## src/design/mem_map_pkg.sv

```systemverilog
// Constants shared by the data memory mapper and its register slave.
// Assumes a single 100 MHz core clock and an active-low asynchronous reset.
package mem_map_pkg;

	localparam int BANK_W  = 5;
	localparam int FILE_W  = 7;
	localparam int DATA_W  = 8;
	localparam int PC_W    = 15;
	localparam int PWORD_W = 14;
	localparam int RAM_AW  = BANK_W + FILE_W;
	localparam int PTR_W   = 16;

	// Bank partitioning: 32 banks of 128 bytes.
	localparam int          BANK_COUNT   = 32;
	localparam int          BANK_BYTES   = 128;
	localparam logic [6:0]  CORE_LAST    = 7'h0b;
	localparam logic [6:0]  GPR_FIRST    = 7'h20;
	localparam logic [6:0]  COMMON_FIRST = 7'h70;
	localparam logic [4:0]  COMMON_BANK  = 5'h00;

	// Core register file addresses, the same in every bank.
	localparam logic [6:0] A_IND0    = 7'h00;
	localparam logic [6:0] A_IND1    = 7'h01;
	localparam logic [6:0] A_PCL     = 7'h02;
	localparam logic [6:0] A_STATUS  = 7'h03;
	localparam logic [6:0] A_P0L     = 7'h04;
	localparam logic [6:0] A_P0H     = 7'h05;
	localparam logic [6:0] A_P1L     = 7'h06;
	localparam logic [6:0] A_P1H     = 7'h07;
	localparam logic [6:0] A_BANK    = 7'h08;
	localparam logic [6:0] A_ACC     = 7'h09;
	localparam logic [6:0] A_PCLATCH = 7'h0a;
	localparam logic [6:0] A_INTCTL  = 7'h0b;

	// Status register layout.
	localparam int         ST_WDT       = 4;
	localparam int         ST_SLEEP     = 3;
	localparam int         ST_Z         = 2;
	localparam int         ST_DC        = 1;
	localparam int         ST_C         = 0;
	localparam logic [7:0] STATUS_RST   = 8'h18;
	localparam logic [7:0] STATUS_SWMSK = 8'h07;
	localparam logic [7:0] STATUS_IMPL  = 8'h1f;

	// Pointer high byte bit 7 selects program memory.
	localparam int PTR_PROG_BIT = 15;

	localparam logic [14:0] RESET_VEC = 15'h0000;
	localparam logic [14:0] IRQ_VEC   = 15'h0004;

	// Register bus map.
	localparam int         AXI_AW     = 8;
	localparam logic [7:0] REG_CTRL   = 8'h00;
	localparam logic [7:0] REG_BANK   = 8'h04;
	localparam logic [7:0] REG_STATUS = 8'h08;
	localparam logic [7:0] REG_PC     = 8'h0c;
	localparam logic [7:0] REG_PTR    = 8'h10;
	localparam logic [1:0] RESP_OKAY  = 2'h0;
	localparam logic [1:0] RESP_SLVERR = 2'h2;

	typedef enum logic [1:0] {ST_IDLE, ST_ACCESS, ST_PROG_EXTRA} acc_state_t;

endpackage : mem_map_pkg

```

## src/design/cpu_memory_bank_mapper.sv

```systemverilog
// Banked data memory mapper with core registers, pointers and program counter.
// Assumes same-clock requests from the execution logic and
// combinational-read program and data arrays.
//
// Register access over AXI4-Lite and the register addresses were chosen for this implementation.
`timescale 1ns/1ps
module cpu_memory_bank_mapper #(
	parameter int         PROG_AW      = 12,
	parameter int         GPR_BYTES    = 80,
	parameter logic [4:0] TOP_BANK_RST = 5'h1f
) (
	input  wire logic                                clk,
	input  wire logic                                rst_n,
	input  wire logic                                req_valid,
	input  wire logic                                req_write,
	input  wire logic                                req_indirect,
	input  wire logic                                req_ptr_sel,
	input  wire logic [mem_map_pkg::FILE_W-1:0]      req_file_addr,
	input  wire logic [mem_map_pkg::DATA_W-1:0]      req_wdata,
	input  wire logic                                req_load_acc,
	input  wire logic                                req_flags_own,
	input  wire logic                                flag_zero,
	input  wire logic                                nibble_overflow_flag,
	input  wire logic                                flag_carry,
	output logic                                     req_ready_q,
	output logic                                     rsp_valid_q,
	output logic [mem_map_pkg::DATA_W-1:0]           rsp_rdata_q,
	output logic                                     extra_cycle_q,
	output logic [mem_map_pkg::DATA_W-1:0]           acc_q,
	output logic [mem_map_pkg::DATA_W-1:0]           status_q,
	input  wire logic                                pc_advance,
	input  wire logic                                pc_load,
	input  wire logic [mem_map_pkg::PC_W-1:0]        pc_load_value,
	input  wire logic                                irq_enter,
	input  wire logic                                wdt_timeout,
	input  wire logic                                wdt_clear,
	input  wire logic                                sleep_enter,
	output logic [mem_map_pkg::PC_W-1:0]             prog_addr_q,
	input  wire logic [mem_map_pkg::PWORD_W-1:0]     prog_rdata,
	output logic [mem_map_pkg::RAM_AW-1:0]           ram_addr_q,
	output logic                                     ram_we_q,
	output logic [mem_map_pkg::DATA_W-1:0]           ram_wdata_q,
	input  wire logic [mem_map_pkg::DATA_W-1:0]      ram_rdata,
	input  wire logic                                awvalid,
	input  wire logic [mem_map_pkg::AXI_AW-1:0]      awaddr,
	output logic                                     awready,
	input  wire logic                                wvalid,
	input  wire logic [31:0]                         wdata,
	input  wire logic [3:0]                          wstrb,
	output logic                                     wready,
	output logic                                     bvalid,
	output logic [1:0]                               bresp,
	input  wire logic                                bready,
	input  wire logic                                arvalid,
	input  wire logic [mem_map_pkg::AXI_AW-1:0]      araddr,
	output logic                                     arready,
	output logic                                     rvalid,
	output logic [31:0]                              rdata,
	output logic [1:0]                               rresp,
	input  wire logic                                rready
);
	import mem_map_pkg::*;

	localparam logic [6:0] GPR_END = 7'(int'(GPR_FIRST) + GPR_BYTES);

	acc_state_t        state_q, state_d;
	logic [BANK_W-1:0] bank_selector_q, bank_selector_d, top_bank;
	logic [PTR_W-1:0]  ptr0_q, ptr0_d, ptr1_q, ptr1_d, sel_ptr;
	logic [7:0]        pclath_q, pclath_d, intctl_q, intctl_d;
	logic [7:0]        acc_d, status_d, rsp_rdata_d, rd_word, ram_wdata_d;
	logic [PC_W-1:0]   pc_q, pc_d, prog_addr_d;
	logic [RAM_AW-1:0] ram_addr_d;
	logic              req_ready_d, rsp_valid_d, extra_cycle_d, ram_we_d, take;
	logic              dec_prog, dec_hole, dec_core, dec_common;
	logic [BANK_W-1:0] dec_bank;
	logic [FILE_W-1:0] dec_file;
	logic              lat_prog_q, lat_write_q, lat_core_q, lat_hole_q, lat_acc_q, lat_flags_q;
	logic              lat_prog_d, lat_write_d, lat_core_d, lat_hole_d, lat_acc_d, lat_flags_d;
	logic [FILE_W-1:0] lat_file_q, lat_file_d;
	logic [7:0]        lat_wdata_q, lat_wdata_d;
	logic              fin, core_wr;

	function automatic logic [PC_W-1:0] wrap_prog(input logic [PC_W-1:0] a);
		return a & PC_W'((32'h1 << PROG_AW) - 32'h1);
	endfunction : wrap_prog

	function automatic logic [7:0] core_read(input logic [FILE_W-1:0] f);
		case (f)
			A_PCL:     return pc_q[7:0];
			A_STATUS:  return status_q & STATUS_IMPL;
			A_P0L:     return ptr0_q[7:0];
			A_P0H:     return ptr0_q[PTR_W-1:8];
			A_P1L:     return ptr1_q[7:0];
			A_P1H:     return ptr1_q[PTR_W-1:8];
			A_BANK:    return {3'h0, bank_selector_q};
			A_ACC:     return acc_q;
			A_PCLATCH: return {1'b0, pclath_q[PC_W-9:0]};
			A_INTCTL:  return intctl_q;
			default:   return 8'h00;
		endcase
	endfunction : core_read

	// ----------------------------------------------------------------
	// Register bus slave
	// ----------------------------------------------------------------
	mapper_axil_regs #(.TOP_BANK_RST(TOP_BANK_RST)) u_regs (
		.clk        (clk),
		.rst_n      (rst_n),
		.awvalid    (awvalid),
		.awaddr     (awaddr),
		.awready    (awready),
		.wvalid     (wvalid),
		.wdata      (wdata),
		.wstrb      (wstrb),
		.wready     (wready),
		.bvalid     (bvalid),
		.bresp      (bresp),
		.bready     (bready),
		.arvalid    (arvalid),
		.araddr     (araddr),
		.arready    (arready),
		.rvalid     (rvalid),
		.rdata      (rdata),
		.rresp      (rresp),
		.rready     (rready),
		.bank_view  (bank_selector_q),
		.status_view(status_q),
		.pc_view    (pc_q),
		.ptr_view   ({ptr1_q, ptr0_q}),
		.top_bank   (top_bank)
	);

	// ----------------------------------------------------------------
	// Address decode of a new request
	// ----------------------------------------------------------------
	always_comb begin
		sel_ptr  = req_ptr_sel ? ptr1_q : ptr0_q;
		dec_prog = 1'b0;
		dec_hole = 1'b0;
		dec_bank = bank_selector_q;
		dec_file = req_file_addr;
		if (req_indirect) begin
			dec_prog = sel_ptr[PTR_PROG_BIT];
			dec_bank = sel_ptr[FILE_W +: BANK_W];
			dec_file = sel_ptr[FILE_W-1:0];
			dec_hole = !dec_prog && (sel_ptr[PTR_PROG_BIT-1:RAM_AW] != '0);
		end
		dec_core   = dec_file <= CORE_LAST;
		dec_common = dec_file >= COMMON_FIRST;
		if (!dec_core && !dec_common && dec_bank > top_bank) begin
			dec_hole = 1'b1;
		end
		if (dec_file >= GPR_END && !dec_common) begin
			dec_hole = 1'b1;
		end
		if (req_indirect && (dec_file == A_IND0 || dec_file == A_IND1)) begin
			dec_hole = 1'b1;
		end
		if (dec_common) begin
			dec_bank = COMMON_BANK;
		end
	end

	// ----------------------------------------------------------------
	// Access sequencer
	// ----------------------------------------------------------------
	always_comb begin
		take        = req_valid && req_ready_q && state_q == ST_IDLE;
		state_d     = state_q;
		lat_prog_d  = lat_prog_q;
		lat_write_d = lat_write_q;
		lat_core_d  = lat_core_q;
		lat_hole_d  = lat_hole_q;
		lat_acc_d   = lat_acc_q;
		lat_flags_d = lat_flags_q;
		lat_file_d  = lat_file_q;
		lat_wdata_d = lat_wdata_q;
		ram_addr_d  = ram_addr_q;
		ram_wdata_d = ram_wdata_q;
		ram_we_d    = 1'b0;
		rsp_valid_d = 1'b0;
		rsp_rdata_d = rsp_rdata_q;
		extra_cycle_d = 1'b0;
		fin         = 1'b0;
		rd_word     = 8'h00;
		case (state_q)
			ST_IDLE: begin
				if (take) begin
					state_d     = ST_ACCESS;
					lat_prog_d  = dec_prog;
					lat_write_d = req_write;
					lat_core_d  = dec_core && !dec_prog;
					lat_hole_d  = dec_hole;
					lat_acc_d   = req_load_acc;
					lat_flags_d = req_flags_own;
					lat_file_d  = dec_file;
					lat_wdata_d = req_wdata;
					ram_addr_d  = {dec_bank, dec_file};
					ram_wdata_d = req_wdata;
					ram_we_d    = req_write && !dec_prog && !dec_core && !dec_hole;
				end
			end
			ST_ACCESS: begin
				if (lat_prog_q && !lat_write_q) begin
					state_d       = ST_PROG_EXTRA;
					extra_cycle_d = 1'b1;
				end else begin
					state_d = ST_IDLE;
					fin     = 1'b1;
					if (lat_hole_q || lat_write_q) begin
						rd_word = 8'h00;
					end else if (lat_core_q) begin
						rd_word = core_read(lat_file_q);
					end else begin
						rd_word = ram_rdata;
					end
				end
			end
			ST_PROG_EXTRA: begin
				state_d = ST_IDLE;
				fin     = 1'b1;
				rd_word = prog_rdata[DATA_W-1:0];
			end
			default: begin
				state_d = ST_IDLE;
			end
		endcase
		if (fin) begin
			rsp_valid_d = 1'b1;
			rsp_rdata_d = rd_word;
		end
		req_ready_d = state_d == ST_IDLE;
		core_wr = state_q == ST_ACCESS && lat_write_q && lat_core_q && !lat_hole_q;
	end

	// ----------------------------------------------------------------
	// Core registers and program counter
	// ----------------------------------------------------------------
	always_comb begin
		bank_selector_d = bank_selector_q;
		ptr0_d   = ptr0_q;
		ptr1_d   = ptr1_q;
		pclath_d = pclath_q;
		intctl_d = intctl_q;
		acc_d    = acc_q;
		status_d = status_q;
		pc_d     = pc_q;
		if (core_wr) begin
			case (lat_file_q)
				A_STATUS: begin
					if (!lat_flags_q) begin
						status_d = (status_q & ~STATUS_SWMSK) | (lat_wdata_q & STATUS_SWMSK);
					end
				end
				A_P0L:     ptr0_d[7:0] = lat_wdata_q;
				A_P0H:     ptr0_d[PTR_W-1:8] = lat_wdata_q;
				A_P1L:     ptr1_d[7:0] = lat_wdata_q;
				A_P1H:     ptr1_d[PTR_W-1:8] = lat_wdata_q;
				A_BANK:    bank_selector_d = lat_wdata_q[BANK_W-1:0];
				A_ACC:     acc_d = lat_wdata_q;
				A_PCLATCH: pclath_d = lat_wdata_q;
				A_INTCTL:  intctl_d = lat_wdata_q;
				default:   acc_d = acc_q;
			endcase
		end
		if (fin && !lat_write_q && lat_acc_q) begin
			acc_d = rsp_rdata_d;
		end
		if (fin && lat_flags_q) begin
			status_d[ST_Z]  = flag_zero;
			status_d[ST_DC] = nibble_overflow_flag;
			status_d[ST_C]  = flag_carry;
		end
		if (wdt_clear) begin
			status_d[ST_WDT]   = 1'b1;
			status_d[ST_SLEEP] = 1'b1;
		end
		if (sleep_enter) begin
			status_d[ST_WDT]   = 1'b1;
			status_d[ST_SLEEP] = 1'b0;
		end
		if (wdt_timeout) begin
			status_d[ST_WDT] = 1'b0;
		end
		if (irq_enter) begin
			pc_d = IRQ_VEC;
		end else if (pc_load) begin
			pc_d = pc_load_value;
		end else if (core_wr && lat_file_q == A_PCL) begin
			pc_d = {pclath_q[PC_W-9:0], lat_wdata_q};
		end else if (pc_advance) begin
			pc_d = PC_W'(pc_q + 1'b1);
		end
		if (take && dec_prog && !req_write) begin
			prog_addr_d = wrap_prog(sel_ptr[PC_W-1:0]);
		end else if (state_q != ST_IDLE && lat_prog_q && !lat_write_q) begin
			prog_addr_d = prog_addr_q;
		end else begin
			prog_addr_d = wrap_prog(pc_d);
		end
	end

	always_ff @(posedge clk or negedge rst_n) begin
		if (!rst_n) begin
			state_q         <= ST_IDLE;
			lat_prog_q      <= 1'b0;
			lat_write_q     <= 1'b0;
			lat_core_q      <= 1'b0;
			lat_hole_q      <= 1'b0;
			lat_acc_q       <= 1'b0;
			lat_flags_q     <= 1'b0;
			lat_file_q      <= '0;
			lat_wdata_q     <= 8'h00;
			ram_addr_q      <= '0;
			ram_wdata_q     <= 8'h00;
			ram_we_q        <= 1'b0;
			rsp_valid_q     <= 1'b0;
			rsp_rdata_q     <= 8'h00;
			extra_cycle_q   <= 1'b0;
			req_ready_q     <= 1'b0;
			bank_selector_q <= '0;
			ptr0_q          <= '0;
			ptr1_q          <= '0;
			pclath_q        <= 8'h00;
			intctl_q        <= 8'h00;
			acc_q           <= 8'h00;
			status_q        <= STATUS_RST;
			pc_q            <= RESET_VEC;
			prog_addr_q     <= RESET_VEC;
		end else begin
			state_q         <= state_d;
			lat_prog_q      <= lat_prog_d;
			lat_write_q     <= lat_write_d;
			lat_core_q      <= lat_core_d;
			lat_hole_q      <= lat_hole_d;
			lat_acc_q       <= lat_acc_d;
			lat_flags_q     <= lat_flags_d;
			lat_file_q      <= lat_file_d;
			lat_wdata_q     <= lat_wdata_d;
			ram_addr_q      <= ram_addr_d;
			ram_wdata_q     <= ram_wdata_d;
			ram_we_q        <= ram_we_d;
			rsp_valid_q     <= rsp_valid_d;
			rsp_rdata_q     <= rsp_rdata_d;
			extra_cycle_q   <= extra_cycle_d;
			req_ready_q     <= req_ready_d;
			bank_selector_q <= bank_selector_d;
			ptr0_q          <= ptr0_d;
			ptr1_q          <= ptr1_d;
			pclath_q        <= pclath_d;
			intctl_q        <= intctl_d;
			acc_q           <= acc_d;
			status_q        <= status_d;
			pc_q            <= pc_d;
			prog_addr_q     <= prog_addr_d;
		end
	end

endmodule : cpu_memory_bank_mapper

```

## src/design/mapper_axil_regs.sv

```systemverilog
// AXI4-Lite slave holding the mapper's control word and its state views.
// Assumes one master with at most one write and one read outstanding.
`timescale 1ns/1ps
module mapper_axil_regs #(
	parameter logic [4:0] TOP_BANK_RST = 5'h1f
) (
	input  wire logic                          clk,
	input  wire logic                          rst_n,
	input  wire logic                          awvalid,
	input  wire logic [mem_map_pkg::AXI_AW-1:0] awaddr,
	output logic                               awready,
	input  wire logic                          wvalid,
	input  wire logic [31:0]                   wdata,
	input  wire logic [3:0]                    wstrb,
	output logic                               wready,
	output logic                               bvalid,
	output logic [1:0]                         bresp,
	input  wire logic                          bready,
	input  wire logic                          arvalid,
	input  wire logic [mem_map_pkg::AXI_AW-1:0] araddr,
	output logic                               arready,
	output logic                               rvalid,
	output logic [31:0]                        rdata,
	output logic [1:0]                         rresp,
	input  wire logic                          rready,
	input  wire logic [4:0]                    bank_view,
	input  wire logic [7:0]                    status_view,
	input  wire logic [14:0]                   pc_view,
	input  wire logic [31:0]                   ptr_view,
	output logic [4:0]                         top_bank
);
	import mem_map_pkg::*;

	logic              aw_held_q, aw_held_d, w_held_q, w_held_d;
	logic [AXI_AW-1:0] awaddr_q, awaddr_d;
	logic [31:0]       wdata_q, wdata_d, rdata_d;
	logic              wstrb0_q, wstrb0_d;
	logic              awready_d, wready_d, bvalid_d, arready_d, rvalid_d;
	logic [1:0]        bresp_d, rresp_d;
	logic [4:0]        top_bank_d;

	function automatic logic known(input logic [AXI_AW-1:0] a);
		return a == REG_CTRL || a == REG_BANK || a == REG_STATUS || a == REG_PC || a == REG_PTR;
	endfunction : known

	// ----------------------------------------------------------------
	// Write and read channels
	// ----------------------------------------------------------------
	always_comb begin
		aw_held_d  = aw_held_q;
		w_held_d   = w_held_q;
		awaddr_d   = awaddr_q;
		wdata_d    = wdata_q;
		wstrb0_d   = wstrb0_q;
		bvalid_d   = bvalid && !bready;
		bresp_d    = bresp;
		top_bank_d = top_bank;
		rvalid_d   = rvalid && !rready;
		rdata_d    = rdata;
		rresp_d    = rresp;
		if (aw_held_q && w_held_q && !bvalid) begin
			aw_held_d = 1'b0;
			w_held_d  = 1'b0;
			bvalid_d  = 1'b1;
			bresp_d   = known(awaddr_q) ? RESP_OKAY : RESP_SLVERR;
			if (awaddr_q == REG_CTRL && wstrb0_q) begin
				top_bank_d = wdata_q[BANK_W-1:0];
			end
		end
		if (awvalid && awready) begin
			aw_held_d = 1'b1;
			awaddr_d  = awaddr;
		end
		if (wvalid && wready) begin
			w_held_d = 1'b1;
			wdata_d  = wdata;
			wstrb0_d = wstrb[0];
		end
		if (arvalid && arready) begin
			rvalid_d = 1'b1;
			rresp_d  = known(araddr) ? RESP_OKAY : RESP_SLVERR;
			case (araddr)
				REG_CTRL:   rdata_d = {27'h0, top_bank};
				REG_BANK:   rdata_d = {27'h0, bank_view};
				REG_STATUS: rdata_d = {24'h0, status_view};
				REG_PC:     rdata_d = {17'h0, pc_view};
				REG_PTR:    rdata_d = ptr_view;
				default:    rdata_d = 32'h0;
			endcase
		end
		awready_d = !aw_held_d;
		wready_d  = !w_held_d;
		arready_d = !rvalid_d;
	end

	always_ff @(posedge clk or negedge rst_n) begin
		if (!rst_n) begin
			aw_held_q <= 1'b0;
			w_held_q  <= 1'b0;
			awaddr_q  <= '0;
			wdata_q   <= 32'h0;
			wstrb0_q  <= 1'b0;
			awready   <= 1'b0;
			wready    <= 1'b0;
			bvalid    <= 1'b0;
			bresp     <= RESP_OKAY;
			arready   <= 1'b0;
			rvalid    <= 1'b0;
			rdata     <= 32'h0;
			rresp     <= RESP_OKAY;
			top_bank  <= TOP_BANK_RST;
		end else begin
			aw_held_q <= aw_held_d;
			w_held_q  <= w_held_d;
			awaddr_q  <= awaddr_d;
			wdata_q   <= wdata_d;
			wstrb0_q  <= wstrb0_d;
			awready   <= awready_d;
			wready    <= wready_d;
			bvalid    <= bvalid_d;
			bresp     <= bresp_d;
			arready   <= arready_d;
			rvalid    <= rvalid_d;
			rdata     <= rdata_d;
			rresp     <= rresp_d;
			top_bank  <= top_bank_d;
		end
	end

endmodule : mapper_axil_regs

```

## config.mk

```make
export PLATFORM = sky130hd
export DESIGN_NAME = cpu_memory_bank_mapper
export DESIGN_NICKNAME = d
export VERILOG_FILES = /design/src/design/mem_map_pkg.sv /design/src/design/cpu_memory_bank_mapper.sv /design/src/design/mapper_axil_regs.sv
export SDC_FILE = /design/constraint.sdc
export NUM_CORES = 1
export LEC_CHECK = 0
export CAP_MARGIN = 20
export CORE_UTILIZATION = 45
export DETAILED_ROUTE_END_ITERATION = 6
export DONT_BUFFER_PORTS = 1
export GPL_TIMING_DRIVEN = 0
export SLEW_MARGIN = 20
export SYNTH_ARGS = -nofsm -noshare
export SYNTH_HDL_FRONTEND = slang
export SYNTH_SLANG_ARGS = --single-unit
```

## constraint.sdc

```tcl
create_clock -name clk -period 2.9 [get_ports clk]
set_input_delay 0.58 -clock clk [delete_from_list [all_inputs] [get_ports clk]]
set_output_delay 0.58 -clock clk [all_outputs]
set_load 0.03 [all_outputs]
```

## Yosys cells after proc, flatten, opt, wreduce, memory -nomap -nowiden

Index checks and enable logic that the tools add are counted.

| word-level totals | value |
|---|---|
| register bits | 207 |
| latch bits | 0 |
| memory bits (writable) | 0 |
| ROM bits | 0 |
| input bits | 126 |
| output and inout bits | 104 |
| logic and storage cells | 208 |
| memories kept | 0 |

| cells by class | value |
|---|---|
| add/subtract/negate cells | 1 |
| multiply operators | 0 |
| divide/modulo/power cells | 0 |
| $lt $le $gt $ge | 3 |
| equality and inequality tests | 25 |
| shift operators | 0 |
| muxes and demuxes | 49 |
| bitwise operators | 2 |
| reductions and logical operators | 84 |

Operators with widths:

| cell | count |
|---|---|
| $pmux 32 s5 | 1 |
| $mux 15 | 6 |
| $pmux 8 s10 | 1 |
| $mux 8 | 7 |
| $eq 8x4->1 const B | 4 |
| $logic_and 1x1->1 | 30 |
| $eq 7x3->1 const B | 4 |
| $eq 7x4->1 const B | 4 |
| $mux 5 | 5 |
| $reduce_and 2->1 | 10 |
| $mux 1 | 17 |
| $eq 8x3->1 const B | 2 |
| $eq 8x5->1 const B | 2 |
| $logic_not 8->1 | 2 |
| $mux 16 | 1 |
| $pmux 8 s2 | 1 |
| $add 15x1->15 const B | 1 |
| $eq 7x2->1 const B | 2 |
| $logic_not 1->1 | 14 |
| $mux 2 | 6 |
| $reduce_and 3->1 | 4 |
| $reduce_bool 4->1 | 3 |
| $logic_or 1x1->1 | 10 |
| $reduce_bool 2->1 | 5 |
| other kinds (19) | 22 |

## Depth between registers and ports, before layout

Gate-level depths: netlist of run 1.

| logic depth | value |
|---|---|
| word-level depth | 12 |
| mapped depth | 11 |
| depth with buffers taken out | 9 |

## Hierarchy

From an unflattened synthesis of run 1, not the netlist that was laid out.

| unflattened totals | value |
|---|---|
| cell total of the unflattened synthesis | 978 |
| area total of the unflattened synthesis | 9879.5 µm² |

Modules (own cells, without submodules):

| module | times used | cells an instance | area each (µm²) | seq. area each (µm²) |
|---|---|---|---|---|
| cpu_memory_bank_mapper | 1 | 730 | 7184.4 | 3305.7 |
| mapper_axil_regs | 1 | 248 | 2695.1 | 1507.7 |

## Worst setup path after synthesis of run 1

Ideal clock, no wire load.

| path | value |
|---|---|
| path type | input -> register |
| start point | in req_ptr_sel |
| end point | reg ram_we_q |
| library setup time | 0.068 ns |
| arrival | 2.630 ns |
| data required time | 2.832 ns |
| slack | 0.202 ns |
| stages | 10 |
| path buffers | 2 |
| cells stage by stage | clkbuf_1 > buf_1 > mux2i_1 > a21oi_1 > ha_1 > nor2b_1 > o21ai_0 > a21oi_1 > o211ai_1 > and4b_1 |

| between the ends | value |
|---|---|
| longest elaborated chain between the ends | 12 |
| elaborated cells on any way between the ends | 28 |
| classes of those cells | 3 x order compare; 1 x eq/ne; 9 x mux; 15 x reduce/logical |

Ends and longest elaborated chain:

| what | RTL line | text |
|---|---|---|
| start, declared | cpu_memory_bank_mapper.sv:17 | `input wire logic req_ptr_sel,` |
| $mux 16 (*) | cpu_memory_bank_mapper.sv:137 | `sel_ptr = req_ptr_sel ? ptr1_q : ptr0_q;` |
| $mux 7 | cpu_memory_bank_mapper.sv:142 | `if (req_indirect) begin` |
| $le 7x4->1 / $ge 7x7->1 (equally long branches) | cpu_memory_bank_mapper.sv:148, cpu_memory_bank_mapper.sv:149, cpu_memory_bank_mapper.sv:153 |  |
| $logic_not 1->1 (on tied branches) | cpu_memory_bank_mapper.sv:150, cpu_memory_bank_mapper.sv:200, cpu_memory_bank_mapper.sv:153 |  |
| $logic_and 1x1->1 (2 in series) | cpu_memory_bank_mapper.sv:150 | `if (!dec_core && !dec_common && dec_bank > top_bank) begin` |
| $mux 1 | cpu_memory_bank_mapper.sv:150 |  |
| $mux 1 | cpu_memory_bank_mapper.sv:156 | `if (req_indirect && (dec_file == A_IND0 \|\| dec_file == A_IND1)) begin` |
| $logic_not 1->1 | cpu_memory_bank_mapper.sv:200 | `ram_we_d = req_write && !dec_prog && !dec_core && !dec_hole;` |
| $logic_and 1x1->1 (*) | cpu_memory_bank_mapper.sv:200 |  |
| $mux 1 (*) | cpu_memory_bank_mapper.sv:188 | `if (take) begin` |
| $mux 1 (*) | cpu_memory_bank_mapper.sv:186 | `case (state_q)` |
| via ram_we_d | cpu_memory_bank_mapper.sv:73 | `logic req_ready_d, rsp_valid_d, extra_cycle_d, ram_we_d, take;` |
| end signal, assigned | cpu_memory_bank_mapper.sv:342 | `ram_we_q <= ram_we_d;` |
| end, declared | cpu_memory_bank_mapper.sv:41 | `output logic ram_we_q,` |

The timed path passes the listed nets; every way through them passes the cells marked *.
A chain may end at the register's enable or synchronous reset.

## Worst setup path after layout of run 1

| path | value |
|---|---|
| start point | in req_indirect |
| end point | reg ram_we_q |

| between the ends | value |
|---|---|
| longest elaborated chain between the ends | 11 |
| elaborated cells on any way between the ends | 24 |
| classes of those cells | 3 x order compare; 1 x eq/ne; 8 x mux; 12 x reduce/logical |

Ends and longest elaborated chain:

| what | RTL line | text |
|---|---|---|
| start, declared | cpu_memory_bank_mapper.sv:16 | `input wire logic req_indirect,` |
| $mux 7 | cpu_memory_bank_mapper.sv:142 |  |
| $le 7x4->1 / $ge 7x7->1 (equally long branches) | cpu_memory_bank_mapper.sv:148, cpu_memory_bank_mapper.sv:149, cpu_memory_bank_mapper.sv:153 |  |
| $logic_not 1->1 (on tied branches) | cpu_memory_bank_mapper.sv:150, cpu_memory_bank_mapper.sv:200, cpu_memory_bank_mapper.sv:153 |  |
| $logic_and 1x1->1 (2 in series) | cpu_memory_bank_mapper.sv:150 |  |
| $mux 1 | cpu_memory_bank_mapper.sv:150 |  |
| $mux 1 | cpu_memory_bank_mapper.sv:156 |  |
| $logic_not 1->1 | cpu_memory_bank_mapper.sv:200 |  |
| $logic_and 1x1->1 (*) | cpu_memory_bank_mapper.sv:200 |  |
| $mux 1 (*) | cpu_memory_bank_mapper.sv:188 |  |
| $mux 1 (*) | cpu_memory_bank_mapper.sv:186 |  |
| via ram_we_d | cpu_memory_bank_mapper.sv:73 |  |

Marked as above.

==> flow_metrics.py, run 1 <==
metrics = {
    "pwr": {
        "p_leak_uw": 0.004827,
        "p_per_area_mw_per_mm2": 866.6,
        "p_sw_frac": 0.4340,
        "seq_power_share": 0.484,
        "net-switching-power_uw": 4082,
        "pwr-share-clk": 0.262,
        "power_frac_comb": 0.253,
        "ir_worst_vdd_uv": 593.1,
        "p_int_uw": 5325,
    },
    "synthesis": {
        "ys_seq_area_frac": 0.4941,
        "synthMuxAreaShare": 0.1499,
        "synthFlopType": "dfrtp_1",
        "yosys_warnings": 0,
        "synth_fa_ha_area_frac": 0.01156,
        "synth_cell_types": 65,
        "synth_compound_area_frac": 0.1302,
        "syn-cell-area_sq_mm": 0.009742,
        "synth-simple-area-share": 0.1672,
        "synth_edf_count": 0,
        "synth_top_family_by_area": "simple AND/OR/NAND/NOR gates",
        "avgSynthCellArea_sq_um": 10.31,
        "async_flop_share": 1.000,
        "synthCells": 945,
        "ys_ff_latch": 192,
        "synthXorXnorAreaFrac": 0.008091,
    },
    "floorplanning": {
        "io-pin-count": 230,
        "fp-row-count": 53,
        "initial_core_util": 0.4605,
        "die_w_um": 149.1,
        "die_y_um": 149.1,
        "dieArea_sq_mm": 0.02224,
        "coreArea_sq_mm": 0.02115,
    },
    "grt": {
        "grt_pass1_vias": 7622,
        "grt_antenna_before_repair": 0,
        "grt_overflow_total": 0,
        "grt_max_degree": 193,
        "grt_use_total": 0.2883,
        "grt_pass1_wl_um": 46860,
    },
    "clock_network": {
        "root_buffer": "clkbuf_16",
        "clock_path_buffers": 2,
        "worstSkewPairLatency_ns": 0.46,
        "clk_pin_slew_ns": 0.08,
        "numCtsBuffers": 17,
        "clock-sinks": 192,
        "htree_levels": 4,
        "cts_tree": "yes",
    },
    "sta": {
        "setup_viol": 0,
        "worst_pin_slew_ns": 0.9831,
        "final_hold_viol_count": 185,
        "period_needed_ns": 2.811,
        "hold_slack_ns": -0.1812,
        "maxSlewHeadroom": 0.3396,
        "slew_viol_final": 0,
        "fin_crit_sh": 0.9692,
        "setup_slack_ns": 0.08944,
        "finClkSkew_ns": 0.01475,
        "fmax_ghz": 0.3558,
    },
    "detailed_routing": {
        "num_vias": 7712,
        "wl_um": 31080,
        "drc_errors": 0,
        "drt_iter0_markers": 581,
        "avgViaCountPerCell": 6.082,
        "ant_nets": 0,
        "dr.pass1.iters": 7,
        "wl_per_cell_um": 24.51,
    },
    "flow_run": {
        "max_cap_viol_count": 0,
    },
    "worst_setup_path": {
        "cp.arrival_ns": 3.19,
        "regToRegStartpoint": "ram_addr_q[5]$_DFFE_PN0P_",
        "reg2reg_to": "prog_addr_q[9]$_DFFE_PN0P_",
        "reg2reg_depth": 7,
        "crit_path_max_fanout": 10,
        "cp-start-kind": "primary input",
        "critPathKind": "in -> reg",
        "ff2ff_setup_slack_ns": 0.12,
        "endpoint_kind": "register",
        "required_ns": 3.28,
    },
    "place": {
        "gp_congestion": 0.9582,
        "port_buffers": 0,
        "hpwlAfterDp_um": 23250,
        "dp_slack_ns": -0.3656,
        "dpl_cell_area_sq_mm": 0.01012,
    },
    "final_layout": {
        "fillers": 2007,
        "finalInstanceArea_sq_mm": 0.01085,
        "area_delta_synth_final_pct": 11.42,
        "drive_above_1_share": 0.1863,
        "fin_nets": 1115,
        "seq_area_sq_mm": 0.004815,
        "n_antenna_cell": 0,
        "multiInputGateArea_sq_mm": 0.004598,
    },
    "outcome": {
        "outcome": "complete, but fails checks",
        "violations": "negative hold slack",
    },
    "hold_path": {
        "hold_class": "in -> async",
    },
}
[synth_stat cells (7+ instances only)]
| master | n | share of area |
|---|---|---|
| dfrtp_1 | 185 | 0.48 |
| nand2_1 | 142 | 0.055 |
| mux2_2 | 91 | 0.11 |
| nor2_1 | 54 | 0.021 |
| clkbuf_1 | 48 | 0.018 |
| nand3_1 | 48 | 0.025 |
| o21ai_0 | 48 | 0.025 |
| a31oi_1 | 22 | 0.014 |
| mux2i_1 | 21 | 0.022 |
| nor2b_1 | 21 | 0.013 |
| a21oi_1 | 20 | 0.010 |
| inv_1 | 20 | 0.0077 |
| nor3_1 | 19 | 0.0098 |
| a22oi_1 | 16 | 0.012 |
| a221o_1 | 11 | 0.011 |
| mux4_2 | 10 | 0.023 |
| a22o_1 | 9 | 0.0081 |
| ha_1 | 9 | 0.012 |
| buf_4 | 8 | 0.0062 |
| o21a_1 | 8 | 0.0062 |
| a21o_1 | 7 | 0.0054 |
| a221oi_1 | 7 | 0.0063 |
| and3_1 | 7 | 0.0045 |
| dfstp_2 | 7 | 0.019 |
| nor4_1 | 7 | 0.0045 |
[worst max-delay path by stage]
stage                            endpoint                 startpoint  slack [ns]
6_report               ram_we_q$_DFF_PN0_               req_indirect        0.09
5_1_grt                ram_we_q$_DFF_PN0_               req_indirect      -0.002
4_1_cts        prog_addr_q[9]$_DFFE_PN0P_  ram_addr_q[3]$_DFFE_PN0P_        0.02
3_5_place_dp           ram_we_q$_DFF_PN0_                req_ptr_sel       -0.37
3_3_place_gp           ram_we_q$_DFF_PN0_                req_ptr_sel       -0.37
2_1_floorplan          ram_we_q$_DFF_PN0_                req_ptr_sel        0.20
[worst max-delay path, stage by stage]
cell	delay, ns
clkbuf_1	0.34
clkbuf_2	0.33
clkbuf_1	0.32
nor2_1	0.07
a21oi_1	0.31
ha_1	0.31
nor2b_1	0.13
o21ai_0	0.15
a21oi_1	0.10
o211ai_1	0.28
and4b_1	0.27
[per-stage QoR]
step                  util  power, uW  cells   TNS [ns]
finish              0.5131       9407   1268          0
global route        0.5131       9845   1268  -0.002217
CTS                 0.5111       9407   1263          0
detailed placement  0.4786       6930   1227     -1.460
global placement    0.4780       6876   1227     -2.849
floorplan                -       5976    952          0
[layout by cell type (no fill, tap or decap), types with 19 or more instances in the layout]
master and count:
dfrtp_1 184, o21ai_0 48, nor3_1 19, nor2b_1 21, inv_1 20, nand2_1 142, clkbuf_1 46, nor2_1 54
nand3_1 48, a21oi_1 20, a31oi_1 22, mux2_2 91, mux2i_1 21
[cell type report]
type / instances / share of cell area
tap: 275 / 0.03170
clock buffer: 17 / 0.03919
clock inverter: 15 / 0.01925
timing repair buffer: 9 / 0.007377
buffer: 67 / 0.02836
inverter: 20 / 0.006916
multi-input combinational: 673 / 0.4236
sequential: 192 / 0.4436
[flip-flops by register name (all words and copies together), names as in the netlist, 7 cells and up]
| name | flops |
|---|---|
| acc_q | 8 |
| lat_wdata_q | 8 |
| ram_addr_q | 12 |
| ptr1_q | 16 |
| prog_addr_q | 12 |
| u_regs.awaddr_q | 8 |
| u_regs.rdata | 32 |
| rsp_rdata_q | 8 |
| pc_q | 15 |
| intctl_q | 8 |
| ptr0_q | 16 |
| pclath_q | 7 |
[kinds of logic (layout without fill, tap and decap cells)]
kind of cell / count (synthesis) / after routing
adder cells (fa/ha/maj): 9 / 9
XOR/XNOR: 9 / 9
other: 1 / 8
AO/OA/AOI/OAI: 185 / 185
AND/OR/NAND/NOR: 340 / 340
flip-flops: 192 / 192
multiplexers: 122 / 122
buffers and inverters: 87 / 128
[routing by layer]
layer / vias to the layer above / wire length, um / global-route usage
met1: 3836 / 13120 / 0.3830
met4: 0 / 687 / 0.08112
li1: 3470 / - / -
met3: 49 / 2967 / 0.09419
met2: 357 / 14310 / 0.4493
met5: - / 0 / 0
[repair_timing]
action | 4_1_cts | 5_1_grt
pin swaps | 1 | 2
hold endpoints to repair | 188 | 187
setup buffers | 4 | 5
resized for setup | 4 | 5
endpoints found under the setup margin | 18 | 20
[power by group through the flow]
| stage | clock network [uW] | registers (uW) | logic, uW |
|---|---|---|---|
| 3_3_place_gp | 0 | 4580 | 2300 |
| 6_report | 2470 | 4560 | 2380 |
| 5_1_grt | 2630 | 4620 | 2600 |
| 3_5_place_dp | 0 | 4600 | 2330 |
| 2_1_floorplan | 0 | 4250 | 1730 |
| 4_1_cts | 2510 | 4550 | 2350 |
(Power assumes the default switching activity.)
==> run 2: changes to the inputs <==
- CORE_MARGIN: default -> 5
==> flow_metrics.py, run 2 (synthesized netlist as in run 1, its figures left out) <==
metrics = {
    "sta": {
        "final_hold_viol_count": 185,
        "worst_pin_slew_ns": 0.9210,
        "slew_viol_final": 0,
        "setup_slack_ns": 0.09981,
        "period_needed_ns": 2.800,
        "maxSlewHeadroom": 0.3860,
        "setup_viol": 0,
        "finClkSkew_ns": 0.02121,
        "hold_slack_ns": -0.1686,
        "rsz0062_at_grt": "false",
        "fin_crit_sh": 0.9656,
        "fmax_ghz": 0.3571,
    },
    "worst_setup_path": {
        "critPathKind": "reg -> reg",
        "cp-start-kind": "register",
        "ff2ff_setup_slack_ns": 0.1,
        "endpoint_kind": "register",
        "cp.arrival_ns": 3.15,
        "required_ns": 3.25,
        "crit_path_max_fanout": 10,
    },
    "clock_network": {
        "clock-sinks": 192,
        "htree_levels": 4,
        "cts_tree": "yes",
        "worstSkewPairLatency_ns": 0.45,
        "clock_path_buffers": 2,
        "clk_pin_slew_ns": 0.09,
        "numCtsBuffers": 17,
        "root_buffer": "clkbuf_16",
    },
    "outcome": {
        "violations": "negative hold slack",
        "outcome": "complete, but fails checks",
    },
    "final_layout": {
        "multiInputGateArea_sq_mm": 0.004612,
        "reg.largest.list": "u_regs.rdata x32, ptr0_q x16, ptr1_q x16",
        "area_delta_synth_final_pct": 10.96,
        "n_antenna_cell": 0,
        "largest_reg_flops": 32,
        "fin_nets": 1109,
        "drive_above_1_share": 0.1834,
        "final_common_cell": "dfrtp_1",
        "fin_util": 0.5110,
        "layout_common_cells": "dfrtp_1 (184), nand2_1 (142), mux2_2 (91)",
        "seq_area_sq_mm": 0.004815,
        "max_flop_register": "u_regs.rdata",
        "fillers": 1966,
    },
    "floorplanning": {
        "coreArea_sq_mm": 0.02115,
        "fp-row-count": 53,
        "dieArea_sq_mm": 0.02469,
        "io-pin-count": 230,
        "die_w_um": 157.1,
        "initial_core_util": 0.4605,
        "die_y_um": 157.1,
    },
    "pwr": {
        "p_leak_uw": 0.004802,
        "ir_worst_vdd_uv": 461.2,
        "p_per_area_mw_per_mm2": 874.1,
    },
    "grt": {
        "grt_antenna_before_repair": 2,
        "grt_pass1_wl_um": 48230,
        "grt_overflow_total": 0,
        "grt_pass1_vias": 7718,
        "grt_max_degree": 193,
        "grt_use_total": 0.2614,
    },
    "place": {
        "port_buffers": 0,
        "hpwlAfterDp_um": 24090,
        "dp_slack_ns": -0.3208,
        "gp_congestion": 0.9777,
    },
    "detailed_routing": {
        "num_vias": 7793,
        "wl_um": 32000,
        "ant_nets": 0,
        "avgViaCountPerCell": 6.175,
        "drc_errors": 0,
        "drt_iter0_markers": 674,
        "dr.pass1.iters": 5,
        "wl_per_cell_um": 25.36,
    },
    "flow_run": {
        "max_cap_viol_count": 0,
    },
    "hold_path": {
        "hold_class": "in -> async",
    },
}
==> run 2: cell count changes in the layout (fill, tap and decap cells not counted), sizes merged <==
cell,previous run,this run
buf,26,20
==> run 2: area by class of cell <==
cell class,count,area share
clock buffers,17,0.03936
clock inverters,15,0.01887
plain buffers,66,0.02813
inverters,20,0.006945
flip-flops and latches,192,0.4454
multi-input cells,673,0.4267
repair buffers,4,0.002778
well taps,275,0.03183
==> run 2: final timing paths <==
path / end / startpoint / cells past startpoint
worst max-delay path: prog_addr_q[5]$_DFFE_PN0P_ / ram_addr_q[5]$_DFFE_PN0P_ / 7
min in group clk: status_q[3]$_DFFE_PN1P_ / sleep_enter / 1
worst min-delay path: u_regs.rvalid$_DFF_PN0_ / rst_n / 0
max in group asynchronous: u_regs.top_bank[1]$_DFFE_PN1P_ / rst_n / 0
worst min register to register: lat_acc_q$_DFFE_PN0P_ / lat_acc_q$_DFFE_PN0P_ / 2
worst max register to register: prog_addr_q[5]$_DFFE_PN0P_ / ram_addr_q[5]$_DFFE_PN0P_ / 7
==> run 2: metal layers <==
metal | vias up | GRT usage | wire length (um)
met5 | - | 0 | 7
met4 | 2 | 0.07825 | 816
met3 | 56 | 0.08936 | 3265
met2 | 357 | 0.4013 | 14750
met1 | 3914 | 0.3536 | 13160
li1 | 3464 | - | -
==> run 2: worst max-delay path, cell delays in order (launching register included) <==
cell and delay, ns:
dfrtp_1 0.56, or4_4 0.65, or4_4 0.55, buf_6 0.16, buf_6 0.14, o21ai_0 0.26, o21ai_1 0.19, a21o_1 0.19
==> run 2: repair_timing <==
action                     CTS  global route
pin swaps                    1             1
hold endpoints to repair   187           185
gates resized for setup      3             8
buffers inserted             3             1
setup endpoints to repair   21            33
==> run 2: per-stage QoR <==
step / power [uW] / cells / cell area, sq um / hold WS, ns / TNS, ns
detailed placement: 6949 / 1227 / 10120 / 0.2935 / -1.338
CTS: 9423 / 1262 / 10790 / -0.1853 / 0
global placement: 6901 / 1227 / 10110 / 0.2955 / -4.606
floorplan: 5976 / 952 / 9768 / 0.2844 / 0
global route: 9905 / 1262 / 10810 / -0.1953 / 0
finish: 9448 / 1262 / 10810 / -0.1686 / 0
==> run 2: power breakdown <==
part           switching, uW  leakage, uW  internal (uW)
sequential              1370      0.00248           3210
clock                   1270     0.000304           1200
combinational           1480      0.00202            926
